===== config.mk =====
export PLATFORM = sky130hd
export DESIGN_NAME = cpc_codec_end_flat
export DESIGN_NICKNAME = d
export VERILOG_FILES = /design/src/verilog/cpc_pkg.sv /design/src/verilog/cpc_if.sv /design/src/verilog/cpc_codec_end.sv /design/src/flat_wrapper.sv
export SDC_FILE = /design/constraint.sdc
export NUM_CORES = 1
export LEC_CHECK = 0
export BUFFER_PORTS_ARGS = -buffer_cell sky130_fd_sc_hd__buf_2
export CAP_MARGIN = 20
export CORE_ASPECT_RATIO = 1.1
export CORE_MARGIN = 8
export CORE_UTILIZATION = 33
export DETAILED_ROUTE_END_ITERATION = 16
export HOLD_SLACK_MARGIN = 0.06
export PLACE_DENSITY = 0.58
export SETUP_SLACK_MARGIN = 0.1
export SLEW_MARGIN = 20
export SYNTH_ARGS = -nofsm -noshare
export SYNTH_HDL_FRONTEND = slang
export SYNTH_HIERARCHICAL = 1
export SYNTH_SLANG_ARGS = --single-unit

===== constraint.sdc =====
create_clock -name clk_i -period 4.05 [get_ports clk_i]
set_input_delay 0.2025 -clock clk_i [delete_from_list [all_inputs] [get_ports clk_i]]
set_output_delay 0.2025 -clock clk_i [all_outputs]
set_load 0.05 [all_outputs]

===== src/verilog/cpc_pkg.sv =====
// cpc_pkg: constants and types shared by both ends of the codec pin link.
// Assumes one frame of four 32-bit slots and a bit clock made by the host end.
`default_nettype none
package cpc_pkg;
   // frame layout
   localparam int FRAME_BITS = 128;
   localparam int POS_W = 7;
   localparam int SLOT_BITS = 32;
   localparam int BIT_W = 5;
   localparam int SLOT_SEL_W = 2;
   localparam int SAMPLE_W = 16;
   localparam int GPIO_N = 4;
   localparam int SAMPLE_LSB = 16;
   localparam int GPIO_LSB = 12;
   localparam int LOW_PAD = 12;
   localparam logic [BIT_W-1:0] LAST_BIT = 5'h1F;
   localparam logic [BIT_W-1:0] FIRST_BIT = 5'h00;
   localparam logic [POS_W-1:0] POS_LAST = 7'h7F;
   // general pins usable in the compatible format
   localparam logic [GPIO_N-1:0] COMPAT_IN_MASK = 4'h4;
   localparam logic [GPIO_N-1:0] COMPAT_OUT_MASK = 4'h7;
   localparam logic [GPIO_N-1:0] FULL_MASK = 4'hF;
   localparam logic [GPIO_N-1:0] GOUT_RST = 4'h0;
   // synchroniser pin positions
   localparam int PIN_N = 12;
   localparam int PIN_BCLK = 0;
   localparam int PIN_MARK = 1;
   localparam int PIN_SER_DATA_IN = 2;
   localparam int PIN_PSN = 3;
   localparam int PIN_TEST = 4;
   localparam int PIN_EXT = 5;
   localparam int PIN_SLA = 6;
   localparam int PIN_SLB = 7;
   localparam int PIN_GIN = 8;
   localparam logic [PIN_N-1:0] SYNC_RST = 12'h008;
   // timing
   localparam int CLK_PERIOD_NS = 20;
   localparam int BCLK_PERIOD_NS = 160;
   localparam int BCLK_HALF_CYC = (BCLK_PERIOD_NS + 2 * CLK_PERIOD_NS - 1) / (2 * CLK_PERIOD_NS);
   localparam int DIV_W = 4;
   localparam int FIFO_DEPTH_DEF = 16;
   // operating modes
   typedef enum logic [1:0] {MODE_NORMAL, MODE_LOW_POWER, MODE_ZERO_POWER, MODE_PROD_TEST} cpc_mode_t;
endpackage : cpc_pkg
`default_nettype wire

===== src/verilog/cpc_if.sv =====
// cpc_if: the pins between codec end and host end.
// Assumes pins left undriven read low, as with a weak pull-down.
`timescale 1ns/1ns
`default_nettype none
interface cpc_if;
   import cpc_pkg::*;
   logic bit_clock_in;
   logic serial_frame_marker;
   logic ser_data_in;
   logic codec_reset_n;
   logic power_save_n;
   logic factory_test_enable;
   logic format_extend_select;
   logic slot_select_a;
   logic slot_select_b;
   logic [GPIO_N-1:0] gen_input;
   logic ser_data_out;
   logic ser_data_out_oe;
   logic [GPIO_N-1:0] gen_output;
   logic [GPIO_N-1:0] gen_output_oe;
   logic test_sync_out;
   logic test_sync_out_oe;
   logic ser_data_line;
   logic [GPIO_N-1:0] gen_output_line;
   // wire levels from enables
   assign ser_data_line = ser_data_out_oe & ser_data_out;
   assign gen_output_line = gen_output_oe & gen_output;
   modport dev (
      input bit_clock_in, serial_frame_marker, ser_data_in, codec_reset_n, power_save_n,
      input factory_test_enable, format_extend_select, slot_select_a, slot_select_b, gen_input,
      output ser_data_out, ser_data_out_oe, gen_output, gen_output_oe,
      output test_sync_out, test_sync_out_oe
   );
   modport host (
      output bit_clock_in, serial_frame_marker, ser_data_in, codec_reset_n, power_save_n,
      output factory_test_enable, format_extend_select, slot_select_a, slot_select_b, gen_input,
      input ser_data_line, gen_output_line
   );
endinterface : cpc_if
`default_nettype wire


===== src/verilog/cpc_codec_end.sv =====
// cpc_codec_end: codec side of the pin link, with its capture sample FIFO.
// Assumes the host makes bit clock and frame marker; all pins sampled on clk_i.
`timescale 1ns/1ns
`default_nettype none

module cpc_fifo #(
   parameter int WIDTH = 16,
   parameter int DEPTH = 16
) (
   input wire logic clk_i,
   input wire logic rst_i,
   input wire logic [WIDTH-1:0] in_data_i,
   input wire logic in_valid_i,
   output logic in_ready_o,
   output logic [WIDTH-1:0] out_data_o,
   output logic out_valid_o,
   input wire logic out_ready_i
);
   localparam int AW = $clog2(DEPTH);
   logic [WIDTH-1:0] mem_r [DEPTH];
   logic [AW:0] wr_r;
   logic [AW:0] rd_r;
   logic full;
   logic empty;
   // extra pointer bit tells full from empty
   assign empty = (wr_r == rd_r);
   assign full = (wr_r[AW] != rd_r[AW]) && (wr_r[AW-1:0] == rd_r[AW-1:0]);
   assign in_ready_o = !full;
   assign out_valid_o = !empty;
   assign out_data_o = mem_r[rd_r[AW-1:0]];
   // write side
   always_ff @(posedge clk_i) begin
      if (rst_i) begin
         wr_r <= '0;
      end else if (in_valid_i && !full) begin
         mem_r[wr_r[AW-1:0]] <= in_data_i;
         wr_r <= wr_r + 1'b1;
      end
   end
   // read side
   always_ff @(posedge clk_i) begin
      if (rst_i) begin
         rd_r <= '0;
      end else if (out_ready_i && !empty) begin
         rd_r <= rd_r + 1'b1;
      end
   end
endmodule : cpc_fifo

module cpc_codec_end import cpc_pkg::*; #(
   parameter int FIFO_DEPTH = FIFO_DEPTH_DEF
) (
   input wire logic clk_i,
   input wire logic nrst_i,
   cpc_if.dev pins,
   input wire logic [SAMPLE_W-1:0] cap_data_i,
   input wire logic cap_valid_i,
   output logic cap_ready_o,
   output logic [SAMPLE_W-1:0] play_data_o,
   output logic play_valid_o,
   output cpc_mode_t mode_o,
   output logic aligned_o
);
   logic rst;
   logic [PIN_N-1:0] raw;
   logic [PIN_N-1:0] s1_r;
   logic [PIN_N-1:0] s2_r;
   logic [PIN_N-1:0] s3_r;
   logic [PIN_N-1:0] filt_r;
   logic bclk_d_r;
   logic rise;
   logic fall;
   logic [POS_W-1:0] pos_r;
   logic [POS_W-1:0] pos_nxt;
   logic [POS_W-1:0] tx_pos;
   logic aligned_r;
   logic [SLOT_SEL_W-1:0] slot_sel;
   logic io_on;
   logic [GPIO_N-1:0] in_mask;
   logic [GPIO_N-1:0] out_mask;
   logic [SLOT_BITS-1:0] rx_sh_r;
   logic [SLOT_BITS-1:0] rx_word;
   logic [SLOT_BITS-1:0] tx_sh_r;
   logic [SLOT_BITS-1:0] tx_word;
   logic [SAMPLE_W-1:0] fifo_data;
   logic fifo_valid;
   logic fifo_pop;
   logic tx_slot;
   logic [GPIO_N-1:0] gout_r;
   cpc_mode_t mode_nxt;

   // reset pin acts as a synchronous reset beside nrst_i
   assign rst = !nrst_i || !pins.codec_reset_n;

   // pin capture vector
   assign raw = {pins.gen_input, pins.slot_select_b, pins.slot_select_a,
                 pins.format_extend_select, pins.factory_test_enable, pins.power_save_n,
                 pins.ser_data_in, pins.serial_frame_marker, pins.bit_clock_in};

   // three-stage synchronisers, value taken when stages two and three agree
   generate
      for (genvar i = 0; i < PIN_N; i++) begin : g_sync
         always_ff @(posedge clk_i) begin
            if (rst) begin
               s1_r[i] <= SYNC_RST[i];
               s2_r[i] <= SYNC_RST[i];
               s3_r[i] <= SYNC_RST[i];
               filt_r[i] <= SYNC_RST[i];
            end else begin
               s1_r[i] <= raw[i];
               s2_r[i] <= s1_r[i];
               s3_r[i] <= s2_r[i];
               if (s2_r[i] == s3_r[i]) begin
                  filt_r[i] <= s3_r[i];
               end
            end
         end
      end
   endgenerate

   // bit clock edge finder
   always_ff @(posedge clk_i) begin
      if (rst) begin
         bclk_d_r <= 1'b0;
      end else begin
         bclk_d_r <= filt_r[PIN_BCLK];
      end
   end
   assign rise = filt_r[PIN_BCLK] && !bclk_d_r;
   assign fall = !filt_r[PIN_BCLK] && bclk_d_r;

   // operating mode from power save and test enable
   always_comb begin
      if (!filt_r[PIN_PSN] && filt_r[PIN_TEST]) begin
         mode_nxt = MODE_ZERO_POWER;
      end else if (!filt_r[PIN_PSN]) begin
         mode_nxt = MODE_LOW_POWER;
      end else if (filt_r[PIN_TEST]) begin
         mode_nxt = MODE_PROD_TEST;
      end else begin
         mode_nxt = MODE_NORMAL;
      end
   end
   always_ff @(posedge clk_i) begin
      if (rst) begin
         mode_o <= MODE_NORMAL;
      end else begin
         mode_o <= mode_nxt;
      end
   end
   assign io_on = (mode_o == MODE_NORMAL) || (mode_o == MODE_PROD_TEST);

   // format and slot selection
   assign in_mask = filt_r[PIN_EXT] ? FULL_MASK : COMPAT_IN_MASK;
   assign out_mask = filt_r[PIN_EXT] ? FULL_MASK : COMPAT_OUT_MASK;
   assign slot_sel = {filt_r[PIN_SLB], filt_r[PIN_SLA]};

   // frame position, restarted by the marker on a rising bit clock edge
   assign pos_nxt = filt_r[PIN_MARK] ? '0 : POS_W'(pos_r + 1'b1);
   always_ff @(posedge clk_i) begin
      if (rst) begin
         pos_r <= POS_LAST;
         aligned_r <= 1'b0;
      end else if (mode_o == MODE_ZERO_POWER) begin
         aligned_r <= 1'b0; // frame position holds and alignment is lost
      end else if (rise) begin
         pos_r <= pos_nxt;
         if (filt_r[PIN_MARK]) begin
            aligned_r <= 1'b1;
         end
      end
   end
   assign aligned_o = aligned_r;

   // receive shifter, active slot only
   assign rx_word = {rx_sh_r[SLOT_BITS-2:0], filt_r[PIN_SER_DATA_IN]};
   always_ff @(posedge clk_i) begin
      if (rst) begin
         rx_sh_r <= '0;
      end else if (rise && pos_nxt[POS_W-1:BIT_W] == slot_sel) begin
         rx_sh_r <= rx_word;
      end
   end

   // playback and general output update at end of active slot
   always_ff @(posedge clk_i) begin
      if (rst) begin
         play_data_o <= '0;
         play_valid_o <= 1'b0;
         gout_r <= GOUT_RST;
      end else begin
         play_valid_o <= 1'b0;
         if (rise && aligned_r && mode_o != MODE_ZERO_POWER && pos_nxt[BIT_W-1:0] == LAST_BIT
             && pos_nxt[POS_W-1:BIT_W] == slot_sel) begin
            if (io_on) begin
               play_data_o <= rx_word[SAMPLE_LSB +: SAMPLE_W];
               play_valid_o <= 1'b1;
               gout_r <= (gout_r & ~out_mask) | (rx_word[GPIO_LSB +: GPIO_N] & out_mask);
            end else begin
               play_data_o <= '0;
            end
         end
      end
   end

   // capture FIFO, drained at the start of each active transmit slot
   cpc_fifo #(.WIDTH(SAMPLE_W), .DEPTH(FIFO_DEPTH)) u_fifo (
      .clk_i(clk_i),
      .rst_i(rst),
      .in_data_i(cap_data_i),
      .in_valid_i(cap_valid_i),
      .in_ready_o(cap_ready_o),
      .out_data_o(fifo_data),
      .out_valid_o(fifo_valid),
      .out_ready_i(fifo_pop)
   );

   // transmit position is the one after the last rising edge
   assign tx_pos = POS_W'(pos_r + 1'b1);
   assign tx_slot = aligned_r && io_on && tx_pos[POS_W-1:BIT_W] == slot_sel;
   assign fifo_pop = fall && tx_slot && tx_pos[BIT_W-1:0] == FIRST_BIT;
   assign tx_word = {(fifo_valid ? fifo_data : {SAMPLE_W{1'b0}}),
                     filt_r[PIN_GIN +: GPIO_N] & in_mask, {LOW_PAD{1'b0}}};

   // transmit shifter, changes on falling bit clock edges
   always_ff @(posedge clk_i) begin
      if (rst) begin
         tx_sh_r <= '0;
         pins.ser_data_out <= 1'b0;
         pins.ser_data_out_oe <= 1'b0;
      end else if (!io_on) begin
         pins.ser_data_out_oe <= 1'b0;
      end else if (fall) begin
         pins.ser_data_out_oe <= tx_slot;
         if (fifo_pop) begin
            pins.ser_data_out <= tx_word[SLOT_BITS-1];
            tx_sh_r <= {tx_word[SLOT_BITS-2:0], 1'b0};
         end else begin
            pins.ser_data_out <= tx_sh_r[SLOT_BITS-1];
            tx_sh_r <= {tx_sh_r[SLOT_BITS-2:0], 1'b0};
         end
      end
   end

   // general output and test sync pins
   always_ff @(posedge clk_i) begin
      if (rst) begin
         pins.gen_output <= GOUT_RST;
         pins.gen_output_oe <= '0;
         pins.test_sync_out <= 1'b0;
         pins.test_sync_out_oe <= 1'b0;
      end else begin
         pins.gen_output <= gout_r;
         pins.gen_output_oe <= io_on ? out_mask : '0;
         pins.test_sync_out <= rise && filt_r[PIN_MARK];
         pins.test_sync_out_oe <= (mode_o == MODE_PROD_TEST);
      end
   end
endmodule : cpc_codec_end
`default_nettype wire


===== src/flat_wrapper.sv =====
// flat-port wrapper written by rule: the top's interface ports become plain ports
module cpc_codec_end_flat import cpc_pkg::*;
#(
   parameter int FIFO_DEPTH = FIFO_DEPTH_DEF
)
  (clk_i, nrst_i, cap_data_i, cap_valid_i, cap_ready_o, play_data_o, play_valid_o, mode_o, aligned_o, pins_bit_clock_in, pins_serial_frame_marker, pins_ser_data_in, pins_codec_reset_n, pins_power_save_n, pins_factory_test_enable, pins_format_extend_select, pins_slot_select_a, pins_slot_select_b, pins_gen_input, pins_ser_data_out, pins_ser_data_out_oe, pins_gen_output, pins_gen_output_oe, pins_test_sync_out, pins_test_sync_out_oe);
  cpc_if pins_i ();
  input wire logic clk_i;
  input wire logic nrst_i;
  input wire logic [SAMPLE_W-1:0] cap_data_i;
  input wire logic cap_valid_i;
  output logic cap_ready_o;
  output logic [SAMPLE_W-1:0] play_data_o;
  output logic play_valid_o;
  output cpc_mode_t mode_o;
  output logic aligned_o;
  input wire logic [$bits(pins_i.bit_clock_in)-1:0] pins_bit_clock_in;
  input wire logic [$bits(pins_i.serial_frame_marker)-1:0] pins_serial_frame_marker;
  input wire logic [$bits(pins_i.ser_data_in)-1:0] pins_ser_data_in;
  input wire logic [$bits(pins_i.codec_reset_n)-1:0] pins_codec_reset_n;
  input wire logic [$bits(pins_i.power_save_n)-1:0] pins_power_save_n;
  input wire logic [$bits(pins_i.factory_test_enable)-1:0] pins_factory_test_enable;
  input wire logic [$bits(pins_i.format_extend_select)-1:0] pins_format_extend_select;
  input wire logic [$bits(pins_i.slot_select_a)-1:0] pins_slot_select_a;
  input wire logic [$bits(pins_i.slot_select_b)-1:0] pins_slot_select_b;
  input wire logic [$bits(pins_i.gen_input)-1:0] pins_gen_input;
  output wire logic [$bits(pins_i.ser_data_out)-1:0] pins_ser_data_out;
  output wire logic [$bits(pins_i.ser_data_out_oe)-1:0] pins_ser_data_out_oe;
  output wire logic [$bits(pins_i.gen_output)-1:0] pins_gen_output;
  output wire logic [$bits(pins_i.gen_output_oe)-1:0] pins_gen_output_oe;
  output wire logic [$bits(pins_i.test_sync_out)-1:0] pins_test_sync_out;
  output wire logic [$bits(pins_i.test_sync_out_oe)-1:0] pins_test_sync_out_oe;
  assign pins_i.bit_clock_in = pins_bit_clock_in;
  assign pins_i.serial_frame_marker = pins_serial_frame_marker;
  assign pins_i.ser_data_in = pins_ser_data_in;
  assign pins_i.codec_reset_n = pins_codec_reset_n;
  assign pins_i.power_save_n = pins_power_save_n;
  assign pins_i.factory_test_enable = pins_factory_test_enable;
  assign pins_i.format_extend_select = pins_format_extend_select;
  assign pins_i.slot_select_a = pins_slot_select_a;
  assign pins_i.slot_select_b = pins_slot_select_b;
  assign pins_i.gen_input = pins_gen_input;
  assign pins_ser_data_out = pins_i.ser_data_out;
  assign pins_ser_data_out_oe = pins_i.ser_data_out_oe;
  assign pins_gen_output = pins_i.gen_output;
  assign pins_gen_output_oe = pins_i.gen_output_oe;
  assign pins_test_sync_out = pins_i.test_sync_out;
  assign pins_test_sync_out_oe = pins_i.test_sync_out_oe;
  cpc_codec_end #(.FIFO_DEPTH(FIFO_DEPTH)) u_core (.clk_i(clk_i), .nrst_i(nrst_i), .pins(pins_i), .cap_data_i(cap_data_i), .cap_valid_i(cap_valid_i), .cap_ready_o(cap_ready_o), .play_data_o(play_data_o), .play_valid_o(play_valid_o), .mode_o(mode_o), .aligned_o(aligned_o));
endmodule

==> Yosys cells after proc, flatten, opt, wreduce, memory -nomap -nowiden <==
Memories as Yosys holds them, arrays and structs flattened. A register that Yosys moved wholly into a read port is not among the register bits.
Index checks and enable logic that the tools add are counted.
{ "word_totals": {"register_bits": 165, "ram_bits": 256, "in_bits": 32, "output_inout_bits": 33, "wordCells": 150, "mem_count": 1} }
{ "mem_list": {"columns": ["memory", "words", "word_bits", "read_ports", "rd_clocked_by_memory_dff", "wr", "line", "rtl"], "rows": [
  ["u_core.u_fifo.mem_r", 16, 16, 1, 1, 1, "cpc_codec_end.sv:20", "logic [WIDTH-1:0] mem_r [DEPTH];"]
]} }
{ "classes": {"addsub": 3, "n_eq_ne": 21, "n_mux": 16, "n_bitwise": 8, "n_reduce_logical": 35} }
{ "ops": {"columns": ["operator", "n"], "rows": [
  ["$mux 16", 2],
  ["$mux 32", 1],
  ["$logic_and 1x1->1", 16],
  ["$mux 4", 4],
  ["$and 4x4->4", 3],
  ["$eq 1x1->1", 12],
  ["$add 5x1->5 const B", 2],
  ["$reduce_and 2->1", 4],
  ["$reduce_or 2->1", 4],
  ["$add 7x1->7 const B", 1],
  ["$logic_not 1->1", 7],
  ["$mux 7", 1],
  ["$mux 2", 3],
  ["$eq 5x5->1", 1],
  ["$eq 5x5->1 const B", 1],
  ["$logic_not 5->1", 1],
  ["$mux 1", 5],
  ["$eq 2x2->1", 2],
  ["$eq 2x2->1 const B", 2],
  ["$eq 4x4->1", 1],
  ["$not 4->4", 1],
  ["$or 4x4->4", 1],
  ["$not 1->1", 3],
  ["$logic_not 2->1", 1],
  ["other kinds (3)", 4]
]} }

==> Logic depth before layout (Yosys ltp) <==
Gate-level depths: netlist of run 1.
{ "depth": {"word_depth": 9, "ltp_mapped": 10, "mapped_depth_nobuf": 9} }

==> By module <==
The synthesis of run 1 kept the hierarchy.
{ "by_module_without_submodules": {"columns": ["module", "n_inst", "cells_each", "area_each_um2", "seq_area_each_um2"], "rows": [
  ["cpc_fifo", 1, 462, 10691.5, 7967.6],
  ["cpc_codec_end", 1, 549, 5295.1, 2802.7]
]} }

==> Worst setup path after synthesis of run 1 <==
No wires, ideal clock.
{ "synth_path": {"path_type": "input to register", "from": "in pins_codec_reset_n", "to": "mem u_core.u_fifo.mem_r[0][0], enable pin", "setup_time_ns": 0.430, "arrival_time_ns": 3.030, "t_required_ns": 3.620, "path_slack_ns": 0.590, "stages": 8, "n_path_buf": 3, "cell_sequence": "and2_1 > clkbuf_1 > inv_1 > buf_1 > clkbuf_1 > clkinv_1 > nand2_1 > nor4_1"} }
{ "synth_via": {"elab_chain_cells": 4} }
{ "synth_rtl": {"columns": ["element", "line", "rtl"], "rows": [
  ["from (decl)", "flat_wrapper.sv:20", "input wire logic [$bits(pins_i.codec_reset_n)-1:0] pins_codec_reset_n;"],
  ["$logic_not 1->1", "cpc_codec_end.sv:93", "assign rst = !nrst_i || !pins.codec_reset_n;"],
  ["$logic_or 1x1->1", "cpc_codec_end.sv:93", null],
  ["net u_core.rst", "cpc_codec_end.sv:64", "logic rst;"],
  ["$mux 1", "cpc_codec_end.sv:33", "if (rst_i) begin"],
  ["$mux 1 (not written as such)", "cpc_codec_end.sv:36", "mem_r[wr_r[AW-1:0]] <= in_data_i;"],
  ["to (decl)", "cpc_codec_end.sv:20", null]
]} }
The timed path passes the listed nets, and every way through them passes these cells.

==> Worst setup path after layout of run 1 <==
{ "layout_path": {"from": "reg u_core.pos_r[0]", "to": "reg u_core.rx_sh_r[20]"} }
{ "layout_via": {"elab_chain_cells": 4} }
{ "layout_rtl": {"columns": ["element", "line", "rtl"], "rows": [
  ["from (decl)", "cpc_codec_end.sv:73", "logic [POS_W-1:0] pos_r;"],
  ["from (signal assigned)", "cpc_codec_end.sv:167", "pos_r <= pos_nxt;"],
  ["$add 7x1->7", "cpc_codec_end.sv:159", "assign pos_nxt = filt_r[PIN_MARK] ? '0 : POS_W'(pos_r + 1'b1);"],
  ["$mux 7", "cpc_codec_end.sv:159", null],
  ["$eq 2x2->1", "cpc_codec_end.sv:180", "end else if (rise && pos_nxt[POS_W-1:BIT_W] == slot_sel) begin"],
  ["$logic_and 1x1->1", "cpc_codec_end.sv:180", null],
  ["to (signal assigned)", "cpc_codec_end.sv:181", "rx_sh_r <= rx_word;"],
  ["to (decl)", "cpc_codec_end.sv:81", "logic [SLOT_BITS-1:0] rx_sh_r;"]
]} }
No other way between the ends.
A chain may end at the register's enable or synchronous reset.

==> metrics.md, run 1 <==
| Metric | Value |
|---|---|
| Post-layout minimum cycle time | `2.942 ns` |
| Nets | `about 1,200` |
| DP HPWL | `18,910 um` |
| Sequential power share | `0.529` |
| Post-CTS sizing | `0` |
| RSZ-0062 raised after global routing | `no` |
| Final setup violating endpoints | `0` |
| Register Area | `10,780 sq um` |
| Core Util, Final | `0.3928` |
| Vias in the first global route | `8,668` |
| Area contributors post-synth | `edfxtp_1, dfxtp_1, mux4_1, mux4_2, mux2i_1` |
| Final Cycle Share | `0.7264` |
| PortBufs | `64` |
| Highest clock rate | `roughly 340 MHz` |
| Core footprint | `around 48,000 sq um` |
| Hold Vio Cnt, Final | `0` |
| Max-Cap Viols | `0` |
| Clk_lat worst skew | `between 0.5 and 0.6 ns` |
| Cells after Synth | `around 1,000` |
| Tightest Pin Transition | `between 0.9 and 1 ns` |
| Switching share of power | `0.1994` |
| Crit path cell chain | `ha_1 -> nand3_1 -> o21a_1 -> a2111o_1 -> a21oi_2 -> o21a_2 -> mux2i_1` |
| Share of cells above drive strength 1 | `0.1944` |
| Diode count | `0` |
| FFs w/ async S/R, synth | `0` |
| Synth top area share | `0.4809` |
| Reg clk slew, reported paths | `0.06 ns` |
| H-tree level count | `2` |
| Via count | `8,652` |
| Die height | `246.8 um` |
| 1st-iter DRT viols | `591` |
| CP Depth | `7` |
| Layout area overhead | `17.50%` |
| FF+latch count, synth | `410` |
| Pwr per Cell Area | `between 400 and 500 nW/um^2` |
| Die ar. | `between 50,000 and 60,000 sq um` |
| Mean Syn Cell Area | `15.81 sq um` |
| Psw | `roughly 1.7 mW` |
| Netlist cell types | `56` |
| Slew HR | `0.3828` |
| Status | `completed` |
| DRT Pass-1 Iters | `4` |
| Clk pwr share | `0.452` |
| Worst setup SP type | `flop` |
| Slew Limit Fails | `0` |
| Clock buffer count from CTS | `43` |
| Worst slack at placement | `between 1 and 1.5 ns` |
| Count leader, synth | `edfxtp_1` |
| Sequential element share of the synthesized area | `0.6737` |
| Clock tree sinks | `410` |
| Syn Nets | `between 1,000 and 1,500` |
| Setup TNS | `0 ns` |
| Fillers | `about 4,400` |
| Area leader, netlist | `edfxtp_1` |
| CTS tree | `done` |
| Clock Tree Buf Depth | `3` |
| Vias per inst | `between 4 and 5` |
| Die Width | `approximately 230 um` |
| Clock root cell | `clkbuf_16` |
| Number of remaining DRC errors | `0` |
| Routed Antenna Nets | `0` |
| WP data arrival | `~3.4 ns` |
| Routed WL per cell | `between 15 and 20 um` |
| Worst Hold Depth | `2` |
| Initial antenna violation count | `1` |
| Worst Reg-to-Reg Cells | `7` |
| Total GRT Usage | `0.1198` |
| Initial Util | `0.3343` |
| Worst path slowest cell | `o21a_2` |
| Clock Skew | `0.02195 ns` |
| Largest net degree at the start of global routing | `84` |
| Top post-synthesis cells by count | `edfxtp_1, dfxtp_1, nand2_1` |
| Crit-path leading delay family | `compound AO/OA/AOI/OAI gates` |
| Num rows | `between 80 and 90` |
| Critical Path RT | `approximately 4.5 ns` |
| Peak supply drop | `309.9 uV` |
| Multi-input gate area | `about 4900 sq um` |
| Internal power | `roughly 6.7 mW` |
| Post-Synthesis Cell Area | `15,990 sq um` |
| Delay of the slowest cell on the worst path | `slightly below 0.8 ns` |
| Routability cong. | `around 0.75` |
| Crit Path Category | `flop to flop` |
| Setup crit end kind | `flop` |
| Hold Path Class | `input pin to flop` |
| I/O pin total | `65` |
| CP Buf/Inv Count | `0` |
| Post-synth top flop | `edfxtp_1` |
| Setup WS post-layout | `1.108 ns` |
| Remaining Overflow, GRT | `0` |
| Number of synthesized flops with an enable pin | `256` |
| Synth warn | `6` |
| P_leak | `~6.6 nW` |
| First-pass GRT wire length | `~50,000 um` |
| Critical path fanouts, max | `31` |
| Final wirelength | `33,500 um` |
| Comb power frac | `0.018` |
[state kept, by name (all words and copies together), names as in the netlist, 2 cells and up, named ones only]
register	cells
u_core/s3_r	12
u_core/filt_r	12
u_core/s2_r	12
u_core/u_fifo/rd_r	5
u_core/rx_sh_r	31
u_core/pos_r	7
u_core/mode_o	2
u_core/tx_sh_r	19
u_core/s1_r	12
u_core/u_fifo/mem_r	256
u_core/pins.gen_output_oe	2
u_core/u_fifo/wr_r	5
u_core/gout_r	3
u_core/play_data_o	16
u_core/pins.gen_output	4
[layout make-up]
type | count | share of cell area
flip-flops and latches | 410 | 0.5737
well taps | 645 | 0.04296
repair buffers | 124 | 0.04576
clock buffers | 69 | 0.06801
inverters | 19 | 0.003797
clock inverters | 9 | 0.005129
multi-input cells | 521 | 0.2606
[layout by cell type (no fill, tap or decap), types with 3 or more instances in the layout]
cell	count
clkinv_2	5
clkbuf_1	17
nor2b_1	9
buf_4	29
edfxtp_1	256
a21oi_1	40
buf_2	64
nand4_1	6
mux4_1	48
dfxtp_1	151
o21ai_0	39
nor3_1	3
a2bb2oi_1	3
o311ai_0	4
inv_1	17
ha_1	8
nor2_1	16
nor4_2	8
and3_1	38
nand2_1	104
and4_1	3
nor3_2	8
clkbuf_16	45
and2_1	22
o211ai_1	5
nor4_1	3
mux2i_1	68
mux2_2	8
nand2b_1	6
mux4_2	32
xnor2_1	5
nand3_1	5
clkbuf_8	6
dlygate4sd3_1	29
[routing by layer]
metal	up-vias	track usage	part of all wire	wire, um
met5	-	0	0.00036	12
met4	2	0.03461	0.020	674
met3	52	0.02512	0.044	1473
met1	4355	0.1452	0.43	14290
met2	135	0.2127	0.51	17050
li1	4108	-	-	-
[worst register-to-register path, delay by kind of cell (launching register included)]
kind	cells	cell delay, ns
flops	1	0.47
simple gates	1	0.18
fa+ha+maj	1	0.32
mux	1	0.28
compound gates	4	1.63
[power by group through the flow]
stage / combinational, mW / sequential [mW] / clock (mW)
2_1_floorplan: 0.0613 / 4.54 / 0
3_3_place_gp: 0.130 / 4.54 / 0
3_5_place_dp: 0.135 / 4.54 / 0
4_1_cts: 0.159 / 4.45 / 3.94
5_1_grt: 0.173 / 4.45 / 4.09
6_report: 0.155 / 4.45 / 3.80
[stage by stage]
| stage | instances | hold WS, ns | total power, mW | area [sq um] |
|---|---|---|---|---|
| global route | 1797 | 0.2238 | 8.715 | 18780 |
| detailed placement | 1689 | 0.3910 | 4.674 | 17110 |
| CTS | 1796 | 0.1762 | 8.545 | 18770 |
| floorplan | 1011 | 0.3014 | 4.603 | 15990 |
| finish | 1797 | 0.2085 | 8.404 | 18780 |
| global placement | 1689 | 0.3947 | 4.669 | 17110 |
[path summary, 6_finish.rpt]
kind              startpoint                  to  slack, ns
max reg2reg  u_core/pos_r[0]  u_core/rx_sh_r[20]       1.11
min                   nrst_i     u_core/s1_r[11]       0.21
max          u_core/pos_r[0]  u_core/rx_sh_r[20]       1.11
min reg2reg   u_core/s1_r[3]      u_core/s2_r[3]       0.42
[cell families after synthesis]
group	synth area share
adder cells (fa/ha/maj)	0.006262
flip-flops	0.6737
XOR/XNOR	0.006262
multiplexers	0.1722
buffers and inverters	0.02614
AND/OR/NAND/NOR	0.07521
AO/OA/AOI/OAI	0.04023
[repair_timing]
item                      CTS  global route
buffers inserted            0             0
hold endpoints to repair  269             0
hold buffers               29             0
(Power assumes the default switching activity.)
==> run 2: changes to the inputs <==
--- a/config.mk
+++ b/config.mk
@@ -5,6 +5,7 @@
 export SDC_FILE = /design/constraint.sdc
 export NUM_CORES = 1
 export LEC_CHECK = 0
+export ABC_AREA = 1
 export BUFFER_PORTS_ARGS = -buffer_cell sky130_fd_sc_hd__buf_2
 export CAP_MARGIN = 20
 export CORE_ASPECT_RATIO = 1.1
@@ -12,7 +13,7 @@
 export CORE_UTILIZATION = 33
 export DETAILED_ROUTE_END_ITERATION = 16
 export HOLD_SLACK_MARGIN = 0.06
-export PLACE_DENSITY = 0.58
+export PLACE_DENSITY = 0.6
 export SETUP_SLACK_MARGIN = 0.1
 export SLEW_MARGIN = 20
 export SYNTH_ARGS = -nofsm -noshare
==> constraint.sdc (replaced) <==
create_clock -name clk_i -period 2.58 [get_ports clk_i]
set_input_delay 0.129 -clock clk_i [delete_from_list [all_inputs] [get_ports clk_i]]
set_output_delay 0.129 -clock clk_i [all_outputs]
set_load 0.05 [all_outputs]
==> run 2 against run 1 <==
Maximum frequency grew 33%. Total power is 62% higher. Non-clock buffer count grew 10. Highest routed layer is now met4. Combinational power rose by 67%. Count of clock-buffer cells in the layout is 8 lower. Routed wire length increased by 10%. Largest cell class unchanged. Die area up 4.2%.
==> metrics.md, run 2 <==
| Metric | Value |
|---|---|
| Reg2reg start | `u_core/pos_r[0]` |
| CTS tree | `done` |
| Post-Synthesis Cell Area | `16,710 sq um (+4.5%)` |
| Final Cycle Share | `0.8547 (+0.1283)` |
| Share of cells above drive strength 1 | `0.1331 (-0.06138)` |
| Commonest non-fill, non-tap cell in the layout | `edfxtp_1` |
| Crit path cell chain | `ha_1 -> nand2_2 -> clkinv_1 -> nand3_1 -> nand2_1 -> nor3_2 -> nand3_1 -> inv_2 -> nand2_1 -> inv_1 -> nand2_1 -> nor2_2 -> nand3_2 -> nand2_1 -> nor2_1` |
| FF+latch count, synth | `410 (unchanged)` |
| Crit Path Category | `flop to flop` |
| Slew HR | `0.4637 (+0.08092)` |
| Final setup violating endpoints | `0 (unchanged)` |
| 1st-iter DRT viols | `723 (+22%)` |
| RSZ-0062 raised after global routing | `no` |
| Die Width | `230.5 um (+2.1%)` |
| Synth top area share | `0.4601 (-0.02074)` |
| Clock buffer count from CTS | `44 (+2.3%)` |
| Die height | `252.0 um (+2.1%)` |
| Core footprint | `50,040 sq um (+4.6%)` |
| Top post-synthesis cells by count | `edfxtp_1, inv_1, nand2_1` |
| Nets | `1,743 (+50%)` |
| Status | `completed` |
| Mean Syn Cell Area | `10.33 sq um (-35%)` |
| Pwr per Cell Area | `696.2 nW/um^2 (+56%)` |
| I/O pin total | `65 (unchanged)` |
| Syn Nets | `1,658 (+58%)` |
| Max FFs per register | `256 (unchanged)` |
| Cells after Synth | `1,618 (+60%)` |
| First-pass GRT wire length | `58,450 um (+14%)` |
| FFs w/ async S/R, synth | `0 (unchanged)` |
| Post-layout minimum cycle time | `2.205 ns (-0.7368 ns)` |
| PortBufs | `64 (unchanged)` |
| WP data arrival | `2.67 ns (-0.73 ns)` |
| H-tree level count | `2 (unchanged)` |
| Routed WL per cell | `15.39 um (-17%)` |
| Clk_lat worst skew | `0.57 ns (+0.02 ns)` |
| Clock root cell | `clkbuf_16` |
| Layout area overhead | `16.90%` |
| DP HPWL | `22,090 um (+17%)` |
| Clock Skew | `0.02876 ns (+0.006807 ns)` |
| Non-Filler Instances | `2,398 (+33%)` |
| Tot Pwr | `13.60 mW (+62%)` |
| Netlist cell types | `40 (-29%)` |
| Initial Util | `0.3339 (-0.0003929)` |
| Sequential element share of the synthesized area | `0.6446 (-0.02906)` |
| Critical path fanouts, max | `7 (-77%)` |
| CP most frequent cell | `nand2_1` |
| Die ar. | `58,090 sq um (+4.2%)` |
| Largest net degree at the start of global routing | `77 (-8.3%)` |
| Worst R2R Setup Slack | `0.37 ns (-0.73 ns)` |
| Via count | `11,210 (+30%)` |
| Crit path from | `u_core/pos_r[0]` |
| Reg clk slew, reported paths | `0.06 ns (about the same)` |
| Hold Path Class | `input pin to flop` |
| Highest clock rate | `453.5 MHz (+33%)` |
| Final wirelength | `36,900 um (+10%)` |
| P_leak | `7.098 nW (+6.8%)` |
| Number of remaining DRC errors | `0 (unchanged)` |
| Area leader, netlist | `edfxtp_1` |
| Clock Tree Buf Depth | `3 (unchanged)` |
| Hold Vio Cnt, Final | `0 (unchanged)` |
| Placed Cells | `2,288 (+35%)` |
| Max-Cap Viols | `0 (unchanged)` |
| Num rows | `86 (+2.4%)` |
| Delay of the slowest cell on the worst path | `0.34 ns (-0.44 ns)` |
| Clock tree sinks | `410 (unchanged)` |
| Routed Antenna Nets | `0 (unchanged)` |
| DRT Pass-1 Iters | `5 (+1)` |
| Count leader, synth | `edfxtp_1` |
| Commonest non-fill, non-tap cells in the layout | `edfxtp_1, inv_1, nand2_1` |
| Number of synthesized flops with an enable pin | `256 (unchanged)` |
| Total GRT Usage | `0.1246 (+0.004768)` |
| Setup crit end kind | `flop` |
| Post-synth top flop | `edfxtp_1` |
| Routability cong. | `0.8204 (+10%)` |
| Synth warn | `6 (unchanged)` |
| Initial antenna violation count | `1 (unchanged)` |
| Setup TNS | `0 ns (unchanged)` |
| Worst setup SP type | `flop` |
| Post-CTS Setup Repair Bufs | `0 (unchanged)` |
| Peak supply drop | `687.8 uV (+120%)` |
| Slew Limit Fails | `0 (unchanged)` |
| Core Util, Final | `0.3903 (-0.002482)` |
| Hold path startpoint | `nrst_i` |
| Worst path slowest cell | `dfxtp_1` |
| Vias per inst | `4.673 (-2.9%)` |
| Fillers | `4,830 (+9.1%)` |
| Hold slack | `0.1599 ns (-0.04857 ns)` |
| Vias in the first global route | `10,800 (+25%)` |
| Area contributors post-synth | `edfxtp_1, dfxtp_1, inv_1, nand2_1, a21oi_1` |
| Remaining Overflow, GRT | `0 (unchanged)` |
| Critical Path RT | `3.04 ns (-1.47 ns)` |
| Tightest Pin Transition | `0.8045 ns (-0.1214 ns)` |
run 2: cell count changes after synthesis, moves of 48 or more:
| cell | before | now |
|---|---|---|
| o21ai_0 | 39 | 100 |
| o211ai_1 | 5 | 65 |
| inv_1 | 17 | 242 |
| nand3_1 | 5 | 138 |
| a21oi_1 | 40 | 141 |
| mux2i_1 | 68 | 0 |
| nor2_1 | 16 | 94 |
| nand2_1 | 104 | 217 |
| mux4_1 | 48 | 0 |
run 2: final cells by class:
cell class | count | area (sq um) | share of cell area
diodes | 2 | 5.005 | 0.0002563
clock buffers | 61 | 1237 | 0.06336
clock inverters | 18 | 220.2 | 0.01128
inverters | 257 | 967.2 | 0.04952
multi-input cells | 856 | 4478 | 0.2293
flip-flops and latches | 410 | 10780 | 0.5519
well taps | 660 | 825.8 | 0.04228
repair buffers | 134 | 1018 | 0.05215
run 2: power by group:
part / leakage [nW] / switching (mW) / internal [mW]
clock network: 0.709 / 2.51 / 3.84
logic: 2.84 / 0.177 / 0.0819
registers: 3.55 / 0.00941 / 6.98
total: 7.10 / 2.70 / 10.9
run 2: repair_timing:
action                                 in CTS  in global routing
hold buffers                               29                  0
gates resized for setup                     0                  2
endpoints found under the hold margin     272                  0
setup endpoints to repair                   0                 18
run 2: cell families after synthesis:
logic type | count (synthesis) | share of synthesized area
DFF | 410 | 0.6446
adders and majority gates | 8 | 0.005991
AOI/OAI and AO/OA | 342 | 0.1216
buffers and inverters | 352 | 0.08852
xor gates and xnor gates | 2 | 0.001049
and+or+nand+nor | 504 | 0.1382
run 2: stage by stage:
step | instance area (sq um) | setup WS [ns]
3_5_place_dp | 17770 | 0.3447
4_1_cts | 19520 | 0.3053
3_3_place_gp | 17770 | 0.4312
6_report | 19530 | 0.3748
2_1_floorplan | 16710 | 0.1692
5_1_grt | 19530 | 0.1238
run 2: path summary, 6_finish.rpt:
check | to | cells past startpoint
worst max-delay path | u_core/u_fifo/rd_r[4] | 15
worst min-delay path | u_core/pos_r[1] | 4
worst max register to register | u_core/u_fifo/rd_r[4] | 15
worst min register to register | u_core/s2_r[10] | 2
run 2: per-layer routing:
metal | track usage | share of wire | up-vias
li1 | - | - | 5635
met1 | 0.1527 | 0.44 | 5285
met2 | 0.2168 | 0.49 | 224
met3 | 0.02741 | 0.052 | 63
met4 | 0.03839 | 0.024 | 0
met5 | 0 | 0 | -
run 2: critical path: cells and delay by family (launching register included):
family	cells	cell delay, ns
adder cells (fa/ha/maj)	1	0.24
buffers and inverters	3	0.34
flip-flops	1	0.34
AND/OR/NAND/NOR	11	1.18
